## src/load_prot_consts.vh

```
// Constants for the load protection latch
`ifndef LOAD_PROT_CONSTS_VH
`define LOAD_PROT_CONSTS_VH

// ----------------------------------------
// Register byte offsets
// ----------------------------------------
`define OFS_CTRL        8'h00
`define OFS_OCP_LIMIT   8'h04
`define OFS_OCP_DELAY   8'h08
`define OFS_CLEAR       8'h0c
`define OFS_STATUS      8'h10
`define OFS_EVENT       8'h14
`define OFS_EVENT_EN    8'h18
`define OFS_POWER       8'h1c
`define OFS_RESIST      8'h20

// ----------------------------------------
// Control fields
// ----------------------------------------
`define CTRL_INPUT_ON   0
`define CTRL_OCP_EN     1
`define CLEAR_REQ       0

// ----------------------------------------
// Status fields
// ----------------------------------------
`define ST_OV           0
`define ST_OC           1
`define ST_OP           2
`define ST_OT           3
`define ST_RV           4
`define ST_VF           5
`define ST_PS           6
`define ST_PT           7
`define ST_LATCHED      8
`define ST_INPUT        9
`define ST_CLAMP        10
`define ST_WIDTH        11

// ----------------------------------------
// Reset values
// ----------------------------------------
`define RST_CTRL        2'h0
`define RST_OCP_LIMIT   16'h0fa0
`define RST_EVENT_EN    11'h000

// ----------------------------------------
// Timing: 60 s current protection delay at 20 MHz
// ----------------------------------------
`define CLK_HZ          20000000
`define OCP_DELAY_S     60
`define OCP_DELAY_CYC   (`OCP_DELAY_S * `CLK_HZ)
`define OPP_DELAY_US    1000
`define OPP_DELAY_CYC   (`OPP_DELAY_US * (`CLK_HZ / 1000000))

`endif

```

## src/load_protection_latch.v

```verilog
// Fault supervision and latched protection for an electronic load
`timescale 1ns/100ps
`include "load_prot_consts.vh"
module load_protection_latch #(
   parameter        VW            = 16,
   parameter        IW            = 16,
   parameter [15:0] OV_THRESHOLD  = 16'hfa00,
   parameter [31:0] POWER_MAX     = 32'h0100_0000,
   parameter [31:0] OCP_DELAY_RST = `OCP_DELAY_CYC,
   parameter [31:0] OPP_DELAY     = `OPP_DELAY_CYC
) (
   input  wire          pclk,
   input  wire          presetn,
   input  wire          ce,
   input  wire          psel,
   input  wire          penable,
   input  wire          pwrite,
   input  wire [7:0]    paddr,
   input  wire [31:0]   pwdata,
   output reg  [31:0]   prdata,
   output reg           pready,
   output reg           pslverr,
   input  wire [VW-1:0] meas_voltage,
   input  wire [IW-1:0] meas_current,
   input  wire          over_temp_sense,
   input  wire          reverse_sense,
   input  wire          clamp_sense,
   input  wire          panel_clear,
   input  wire          panel_input_toggle,
   output reg           input_switch_q,
   output reg           power_clamp_q,
   output reg           beep_q,
   output reg           pending_trip_indication,
   output reg  [4:0]    fault_display_q
);
   // ----------------------------------------
   // Register state
   // ----------------------------------------
   reg                 ocp_en_q;
   reg [IW-1:0]        ocp_limit_q;
   reg [31:0]          ocp_delay_q;
   reg                 latched_q;
   reg                 overvoltage_flag;
   reg                 overcurrent_flag;
   reg                 overpower_flag;
   reg                 overtemp_flag;
   reg                 reverse_voltage_flag;
   reg                 voltage_fault_summary;
   reg                 protection_summary;
   reg [`ST_WIDTH-1:0] status_prev_q;
   reg [`ST_WIDTH-1:0] event_q;
   reg [`ST_WIDTH-1:0] event_en_q;
   reg [31:0]          power_q;
   reg [15:0]          resist_q;

   wire [`ST_WIDTH-1:0] status_w;
   wire                 access = psel & penable & pready;
   wire                 wr     = access & pwrite;

   function hit;
      input [7:0] a;
      input [7:0] ofs;
      begin
         hit = (a == ofs);
      end
   endfunction

   function mapped;
      input [7:0] a;
      begin
         mapped = hit(a, `OFS_CTRL) | hit(a, `OFS_OCP_LIMIT) | hit(a, `OFS_OCP_DELAY) |
                  hit(a, `OFS_CLEAR) | hit(a, `OFS_STATUS) | hit(a, `OFS_EVENT) |
                  hit(a, `OFS_EVENT_EN) | hit(a, `OFS_POWER) | hit(a, `OFS_RESIST);
      end
   endfunction

   // ----------------------------------------
   // Clear requests and fault conditions
   // ----------------------------------------
   wire clr_req = panel_clear | (wr & hit(paddr, `OFS_CLEAR) & pwdata[`CLEAR_REQ]);
   wire [31:0] v_ext   = {{(32-VW){1'b0}}, meas_voltage};
   wire [31:0] i_ext   = {{(32-IW){1'b0}}, meas_current};
   wire [31:0] power_w = v_ext * i_ext;

   wire ov_now = (v_ext > {16'h0000, OV_THRESHOLD});
   wire oc_now = ocp_en_q & (meas_current > ocp_limit_q);
   wire op_now = clamp_sense | (power_w > POWER_MAX);
   wire ot_now = over_temp_sense;
   wire rv_now = reverse_sense;

   wire oc_expired;
   wire op_expired;

   dur_timer #(
      .W (32)
   ) u_oc_timer (
      .pclk    (pclk),
      .presetn (presetn),
      .ce      (ce),
      .run     (oc_now & ~latched_q),
      .clear   (clr_req),
      .limit   (ocp_delay_q),
      .expired (oc_expired)
   );

   dur_timer #(
      .W (32)
   ) u_op_timer (
      .pclk    (pclk),
      .presetn (presetn),
      .ce      (ce),
      .run     (op_now & ~latched_q),
      .clear   (1'b0),
      .limit   (OPP_DELAY),
      .expired (op_expired)
   );

   wire trip_ov  = ov_now;
   wire trip_oc  = oc_expired & ~clr_req;
   wire trip_op  = op_expired;
   wire trip_any = trip_ov | trip_oc | trip_op | ot_now | rv_now;
   // Overcurrent excluded: its timer rearms after a clear
   wire cond_any = ov_now | op_now | ot_now | rv_now;
   // Flag released only by a clear once its condition is gone
   wire free_ov  = clr_req & ~ov_now;
   wire free_oc  = clr_req & ~oc_now;
   wire free_op  = clr_req & ~op_now;
   wire free_ot  = clr_req & ~ot_now;
   wire free_rv  = clr_req & ~rv_now;

   // ----------------------------------------
   // Protection latch and fault flags
   // ----------------------------------------
   always @(posedge pclk or negedge presetn) begin
      if (!presetn) begin
         latched_q               <= 1'b0;
         input_switch_q          <= 1'b0;
         beep_q                  <= 1'b0;
         pending_trip_indication <= 1'b0;
         fault_display_q         <= 5'h00;
         overvoltage_flag        <= 1'b0;
         overcurrent_flag        <= 1'b0;
         overpower_flag          <= 1'b0;
         overtemp_flag           <= 1'b0;
         reverse_voltage_flag    <= 1'b0;
         voltage_fault_summary   <= 1'b0;
         protection_summary      <= 1'b0;
      end else if (ce) begin
         beep_q <= trip_any & ~latched_q;
         overvoltage_flag      <= trip_ov | (overvoltage_flag & ~free_ov);
         voltage_fault_summary <= trip_ov | rv_now |
                                  (voltage_fault_summary & ~(free_ov & free_rv));
         overcurrent_flag      <= trip_oc | (overcurrent_flag & ~free_oc);
         overpower_flag        <= trip_op | (overpower_flag & ~free_op);
         overtemp_flag         <= ot_now | (overtemp_flag & ~free_ot);
         reverse_voltage_flag  <= rv_now | (reverse_voltage_flag & ~free_rv);
         protection_summary    <= trip_oc | trip_op | ot_now |
                                  (protection_summary & ~(free_oc & free_op & free_ot));
         pending_trip_indication <= oc_now & ~oc_expired & ~latched_q & ~trip_any;
         fault_display_q <= {trip_ov | overvoltage_flag, trip_oc | overcurrent_flag,
                             trip_op | overpower_flag, ot_now | overtemp_flag,
                             rv_now | reverse_voltage_flag};
         if (trip_any) begin
            latched_q      <= 1'b1;
            input_switch_q <= 1'b0;
         end else if (latched_q) begin
            input_switch_q <= 1'b0;
            if (clr_req) begin
               latched_q <= cond_any;
            end
         end else if (wr && hit(paddr, `OFS_CTRL)) begin
            input_switch_q <= pwdata[`CTRL_INPUT_ON];
         end else if (panel_input_toggle) begin
            input_switch_q <= ~input_switch_q;
         end
      end
   end

   // ----------------------------------------
   // Power clamp and resistance divider
   // ----------------------------------------
   reg [4:0]  div_cnt_q;
   reg [15:0] div_quo_q;
   reg [16:0] div_rem_q;
   reg [15:0] div_den_q;
   wire [16:0] rem_shift = {div_rem_q[15:0], div_quo_q[15]};
   wire        rem_ge    = (rem_shift >= {1'b0, div_den_q});

   always @(posedge pclk or negedge presetn) begin
      if (!presetn) begin
         power_clamp_q <= 1'b0;
         power_q       <= 32'h0000_0000;
         resist_q      <= 16'hffff;
         div_cnt_q     <= 5'h00;
         div_quo_q     <= 16'h0000;
         div_rem_q     <= 17'h0_0000;
         div_den_q     <= 16'h0000;
      end else if (ce) begin
         power_clamp_q <= (power_w > POWER_MAX);
         power_q       <= power_w;
         if (div_cnt_q == 5'h00) begin
            div_quo_q <= v_ext[15:0];
            div_den_q <= i_ext[15:0];
            div_rem_q <= 17'h0_0000;
            div_cnt_q <= 5'h10;
         end else begin
            div_rem_q <= rem_ge ? (rem_shift - {1'b0, div_den_q}) : rem_shift;
            div_quo_q <= {div_quo_q[14:0], rem_ge};
            div_cnt_q <= div_cnt_q - 5'h01;
            if (div_cnt_q == 5'h01) begin
               resist_q <= (div_den_q == 16'h0000) ? 16'hffff :
                           {div_quo_q[14:0], rem_ge};
            end
         end
      end
   end

   // ----------------------------------------
   // Status events
   // ----------------------------------------
   assign status_w = {power_clamp_q, input_switch_q, latched_q, pending_trip_indication,
                      protection_summary, voltage_fault_summary, reverse_voltage_flag,
                      overtemp_flag, overpower_flag, overcurrent_flag, overvoltage_flag};

   wire [`ST_WIDTH-1:0] ev_set = status_w & ~status_prev_q & event_en_q;
   wire [`ST_WIDTH-1:0] ev_clr = (wr && hit(paddr, `OFS_EVENT)) ?
                                 pwdata[`ST_WIDTH-1:0] : {`ST_WIDTH{1'b0}};

   // ----------------------------------------
   // APB slave
   // ----------------------------------------
   reg [31:0] rdata_d;
   always @* begin
      rdata_d = 32'h0000_0000;
      case (paddr)
         `OFS_CTRL:      rdata_d = {30'h0, ocp_en_q, input_switch_q};
         `OFS_OCP_LIMIT: rdata_d = {{(32-IW){1'b0}}, ocp_limit_q};
         `OFS_OCP_DELAY: rdata_d = ocp_delay_q;
         `OFS_STATUS:    rdata_d = {{(32-`ST_WIDTH){1'b0}}, status_w};
         `OFS_EVENT:     rdata_d = {{(32-`ST_WIDTH){1'b0}}, event_q};
         `OFS_EVENT_EN:  rdata_d = {{(32-`ST_WIDTH){1'b0}}, event_en_q};
         `OFS_POWER:     rdata_d = power_q;
         `OFS_RESIST:    rdata_d = {16'h0000, resist_q};
         default:        rdata_d = 32'h0000_0000;
      endcase
   end

   always @(posedge pclk or negedge presetn) begin
      if (!presetn) begin
         pready        <= 1'b0;
         pslverr       <= 1'b0;
         prdata        <= 32'h0000_0000;
         ocp_en_q      <= 1'b0;
         ocp_limit_q   <= `RST_OCP_LIMIT;
         ocp_delay_q   <= OCP_DELAY_RST;
         status_prev_q <= {`ST_WIDTH{1'b0}};
         event_q       <= {`ST_WIDTH{1'b0}};
         event_en_q    <= `RST_EVENT_EN;
      end else if (ce) begin
         pready        <= psel & ~penable & ~pready;
         pslverr       <= psel & ~penable & ~pready & ~mapped(paddr);
         prdata        <= (psel & ~penable & ~pwrite) ? rdata_d : 32'h0000_0000;
         status_prev_q <= status_w;
         event_q       <= (event_q & ~ev_clr) | ev_set;
         if (wr && !latched_q) begin
            if (hit(paddr, `OFS_CTRL)) begin
               ocp_en_q <= pwdata[`CTRL_OCP_EN];
            end
            if (hit(paddr, `OFS_OCP_LIMIT)) begin
               ocp_limit_q <= pwdata[IW-1:0];
            end
            if (hit(paddr, `OFS_OCP_DELAY)) begin
               ocp_delay_q <= pwdata;
            end
         end
         if (wr && hit(paddr, `OFS_EVENT_EN)) begin
            event_en_q <= pwdata[`ST_WIDTH-1:0];
         end
      end
   end
endmodule

```

## src/dur_timer.v

```verilog
// Duration timer for a fault excess condition
`timescale 1ns/100ps
module dur_timer #(
   parameter W = 32
) (
   input  wire         pclk,
   input  wire         presetn,
   input  wire         ce,
   input  wire         run,
   input  wire         clear,
   input  wire [W-1:0] limit,
   output wire         expired
);
   reg [W-1:0] count_q;
   reg [W-1:0] count_d;

   // Restart whenever the excess ends or a clear arrives
   always @* begin
      count_d = count_q;
      if (clear || !run) begin
         count_d = {W{1'b0}};
      end else if (count_q < limit) begin
         count_d = count_q + {{(W-1){1'b0}}, 1'b1};
      end
   end

   always @(posedge pclk or negedge presetn) begin
      if (!presetn) begin
         count_q <= {W{1'b0}};
      end else if (ce) begin
         count_q <= count_d;
      end
   end

   assign expired = run & (count_q >= limit);
endmodule

```

## config.mk

```make
export PLATFORM = sky130hd
export DESIGN_NAME = load_protection_latch
export DESIGN_NICKNAME = d
export VERILOG_FILES = /design/src/load_protection_latch.v /design/src/dur_timer.v
export VERILOG_INCLUDE_DIRS = /design/src
export SDC_FILE = /design/constraint.sdc
export NUM_CORES = 1
export LEC_CHECK = 0
export BUFFER_PORTS_ARGS = -buffer_cell sky130_fd_sc_hd__buf_2
export CAP_MARGIN = 5
export CORE_ASPECT_RATIO = 1.5
export CORE_UTILIZATION = 45
export CTS_BUF_LIST = sky130_fd_sc_hd__clkbuf_8
export DETAILED_ROUTE_END_ITERATION = 10
export MAX_ROUTING_LAYER = met4
export PLACE_DENSITY = 0.59
export RECOVER_POWER = 25
export SKIP_CTS_REPAIR_TIMING = 1
export SLEW_MARGIN = 40
export SYNTH_ARGS = -nofsm -noshare
export SYNTH_HDL_FRONTEND = slang
export SYNTH_SLANG_ARGS = --single-unit
```

## constraint.sdc

```tcl
create_clock -name pclk -period 7.2 [get_ports pclk]
set_input_delay 0.72 -clock pclk [delete_from_list [all_inputs] [get_ports pclk]]
set_output_delay 0.72 -clock pclk [all_outputs]
set_load 0.01 [all_outputs]
```

==> out/results.tsv <==
stage	metric	value	unit
placed_design	total cell area at the placement stage	26820	µm²
power_and_ir_drop	LEAKAGE	13.99	nW
sta	crit path setup slack, layout	0.06925	ns
worst_setup_path	Setup Crit Path Kind	in2reg	
sta	fin crit share	99.04	%
drt	count of unresolved DRC violations after routing	0	
die	vertical die dimension	283.7	µm
global_routing	wire length of the first global-routing pass	111000	µm
worst_setup_path	critical path startpoint category	primary input	
worst_setup_path	maximum fanout along the worst path	7	
sta	final number of hold-violating endpoints	0	
drt	number of violations reported at the end of detailed-routing iteration 0	1228	
die	area of the die	53830	µm²
synth	Yosys top cell area share	27.97	%
clocking	number of clock buffers inserted by TritonCTS	49	
global_routing	GR Overflow Total	0	
sta	Post-Route Hold Slack	0.3615	ns
sta	max frequency	0.1402	GHz
sta	unrepaired setup endpoints after global routing	true	
final_layout	fraction of final layout cells sized beyond drive strength 1	24.66	%
placed_design	number of I/O port buffers	125	
synth	combined area of all synthesized cells	23800	µm²
die	overall die width	189.8	µm
global_routing	GRT Overall Usage	26.98	%
global_routing	number of global-route vias before repair	20460	
clocking	worst-skew pair later-pin latency	0.62	ns
synth	synthesized area divided by synthesized cell count	9.596	µm²
worst_setup_path	Largest stage delay, worst path	0.61	ns
worst_setup_path	CP top delay family	adder cells	
sta	Setup-failing EPs final	0	
final_layout	area growth from synthesis to layout	21.01	%
synth	number of flip-flops and latches in the synthesized netlist	298	
worst_setup_path	most common cell type on the critical path	fa_1	
clocking	TritonCTS clock tree	done	
drt	drt pass-1 iters	8	
sta	skew final	0.05436	ns
drt	via/cell ratio	5.500	
global_routing	initial antenna violation count	2	
final_layout	number of fill cells	4703	
worst_setup_path	Worst EP arrival	7.63	ns
worst_setup_path	count of buffer and inverter cells on the critical path	7	
synth	Synth area leaders	dfrtp_1 28%, fa_1 16%, ha_1 9.1%	
job	Max Cap Violations	3	
final_layout	finished layout cell area	28800	µm²
clocking	cell at the root of the clock tree	clkbuf_8	
status	run status	complete, but fails checks	
clocking	number of buffers between clock root and the deepest sink	3	
hold_path	path category of the worst min-delay check	in2reg	
worst_setup_path	cell count along the critical path	26	
power_and_ir_drop	power consumption	16.89	mW
synth	gate count after technology mapping	2480	
worst_setup_path	number of cell instances on the worst register-to-register path	14	
sta	worst max-slew margin expressed relative to the limit	-170.4	%
drt	routed wirelength normalized by instance count	19.77	µm
synth	number of enable flip-flop cells after synthesis	0	
placed_design	total half-perimeter wirelength after legalization and detailed placement	53090	µm
sta	final critical delay including setup and external delays	7.131	ns
sta	final-report max-slew violation count	201	
placed_design	pre-CTS setup slack	-0.6547	ns
sta	final total negative setup slack	0	ns
die	floorplan core area	51940	µm²
synth	share of async-settable or async-resettable flops after synthesis	100.0	%
synth	number of nets produced by synthesis	2931	
synth	share of the yosys chip area belonging to registers	31.50	%
die	FP Rows	102	
synth	cell with the most instances after synthesis	inv_1	
drt	total wirelength of the detailed-routed design	69180	µm
drt	post-detailed-route count of antenna-violating nets	0	
synth	Top FF cell, synth	dfrtp_1	
die	I/O Pins	126	
power_and_ir_drop	Max VDD drop	682.9	µV
sta	worst slew pin tran	4.056	ns
worst_setup_path	highest-delay cell along the critical path	or4_4	
drt	total number of vias	19250	
global_routing	largest net degree at the start of global routing	154	
synth	number of library cell types mapped by synthesis	75	
synth	commonest cells in the netlist	322 x inv_1, 266 x dfrtp_1, 263 x nand2_1	
clocking	Clock Sink Count	298	
clocking	number of H-tree levels	2	
hold_path	Hold Path Depth	2	
final_layout	fin nets	3233	
power_and_ir_drop	Pwr per Cell Area	586.6	nW/µm²
status	violated checks	max-capacitance violations, max-slew violations	
worst_setup_path	data required time at the worst endpoint	7.70	ns
placed_design	final weighted congestion in routability-driven placement	0.9193	
clocking	CTS clk-pin slew, worst paths	0.06	ns
synth	count of warnings emitted by yosys	0	
die	Initial Util	45.82	%
worst_setup_path	kind of capture point of the worst setup path	flop	
synth	Synth area leader	dfrtp_1	
==> layout by cell type (no fill, tap or decap), drive strengths merged, types with 35 or more instances in the layout <==
| cell type | netlist | final |
|---|---|---|
| a21oi | 90 | 90 |
| nor2 | 153 | 153 |
| nor3 | 44 | 44 |
| nand2 | 263 | 263 |
| clkbuf | 107 | 72 |
| buf | 15 | 363 |
| ha | 173 | 173 |
| xnor2 | 47 | 47 |
| fa | 195 | 195 |
| mux2 | 91 | 91 |
| dfrtp | 266 | 266 |
| o21ai | 55 | 55 |
| nand4 | 35 | 35 |
| a22oi | 41 | 41 |
| a21o | 55 | 55 |
| inv | 322 | 338 |
| and2 | 124 | 124 |
==> cell type report <==
cell class | count | area (µm²) | area share, %
Clock inverter | 29 | 225.2 | 0.7820
Multi-Input combinational cell | 1738 | 15220 | 52.83
Inverter | 322 | 1209 | 4.197
Tap cell | 676 | 845.8 | 2.937
Timing Repair Buffer | 373 | 2948 | 10.24
Sequential cell | 298 | 7497 | 26.03
Antenna cell | 2 | 5.005 | 0.01738
Clock buffer | 62 | 853.3 | 2.963
==> power by group <==
group          switching [mW]  leakage (nW)  internal [mW]  total, mW
logic                    6.41          9.60           6.59       13.0
registers               0.232          3.79           2.03       2.26
clock network           0.737         0.608          0.892       1.63
total                    7.38          14.0           9.51       16.9
==> path summary, 6_finish.rpt <==
path                                                from                                  to  slack, ns
max                                      meas_voltage[7]  u_op_timer.count_q[10]$_DFFE_PN0P_       0.07
min                                           pwdata[27]         ocp_delay_q[27]$_DFFE_PN0P_       0.36
max reg2reg                   ocp_limit_q[9]$_DFFE_PN1P_  u_oc_timer.count_q[13]$_DFFE_PN0P_       3.47
min reg2reg                status_prev_q[10]$_DFFE_PN0P_             event_q[10]$_DFFE_PN0P_       0.45
max in group asynchronous                        presetn          ocp_delay_q[6]$_DFFE_PN0P_       1.52
min in group asynchronous                        presetn         ocp_delay_q[16]$_DFFE_PN0P_       1.53
==> metal layers <==
layer	part of all wire, %	wire length (µm)	track usage, %	vias to the layer above
li1	-	-	-	8952
met1	41	28380	32.79	9634
met2	51	34970	45.73	504
met3	4.0	2747	2.523	159
met4	4.5	3086	11.05	0
met5	0	0	-	-
==> cell families (layout without fill, tap and decap cells) <==
kind of cell / Yosys count / count (layout) / synth area share [%]
buffers and inverters: 444 / 786 / 7.087
muxes: 110 / 110 / 5.105
DFF: 298 / 298 / 31.50
xor gates and xnor gates: 71 / 71 / 2.613
other: 0 / 2 / 0
adders and majority gates: 368 / 368 / 25.50
AOI/OAI and AO/OA: 423 / 423 / 12.40
and+or+nand+nor: 766 / 766 / 15.79
==> stage by stage <==
step / cells / utilization [%]
3_3_place_gp: 3387 / 51.62
2_1_floorplan: 2480 / -
3_5_place_dp: 3387 / 51.63
6_report: 3500 / 55.44
5_1_grt: 3500 / 55.44
4_1_cts: 3478 / 53.71
==> worst register-to-register path, cell delays in order, from the launching register on <==
cell       delay [ns]
dfstp_2          0.55
inv_1            0.06
ha_1             0.29
a21o_1           0.16
a21o_1           0.17
a21oi_1          0.13
o21ai_0          0.17
o2111ai_1        0.57
and2_1           0.21
buf_4            0.33
a31oi_2          0.06
buf_4            0.25
nor4b_1          0.40
xnor2_1          0.17
nor2_1           0.06
==> registers in the layout, indices dropped and copies added (netlist names), 5 cells and up <==
| signal | count |
|---|---|
| u_op_timer.count_q | 32 |
| div_den_q | 16 |
| event_q | 11 |
| resist_q | 16 |
| power_q | 32 |
| div_rem_q | 16 |
| ocp_delay_q | 32 |
| u_oc_timer.count_q | 32 |
| status_prev_q | 11 |
| div_quo_q | 16 |
| event_en_q | 11 |
| ocp_limit_q | 16 |
| fault_display_q | 5 |
| div_cnt_q | 5 |
| prdata | 32 |
Power figures use the tool's default switching activity.
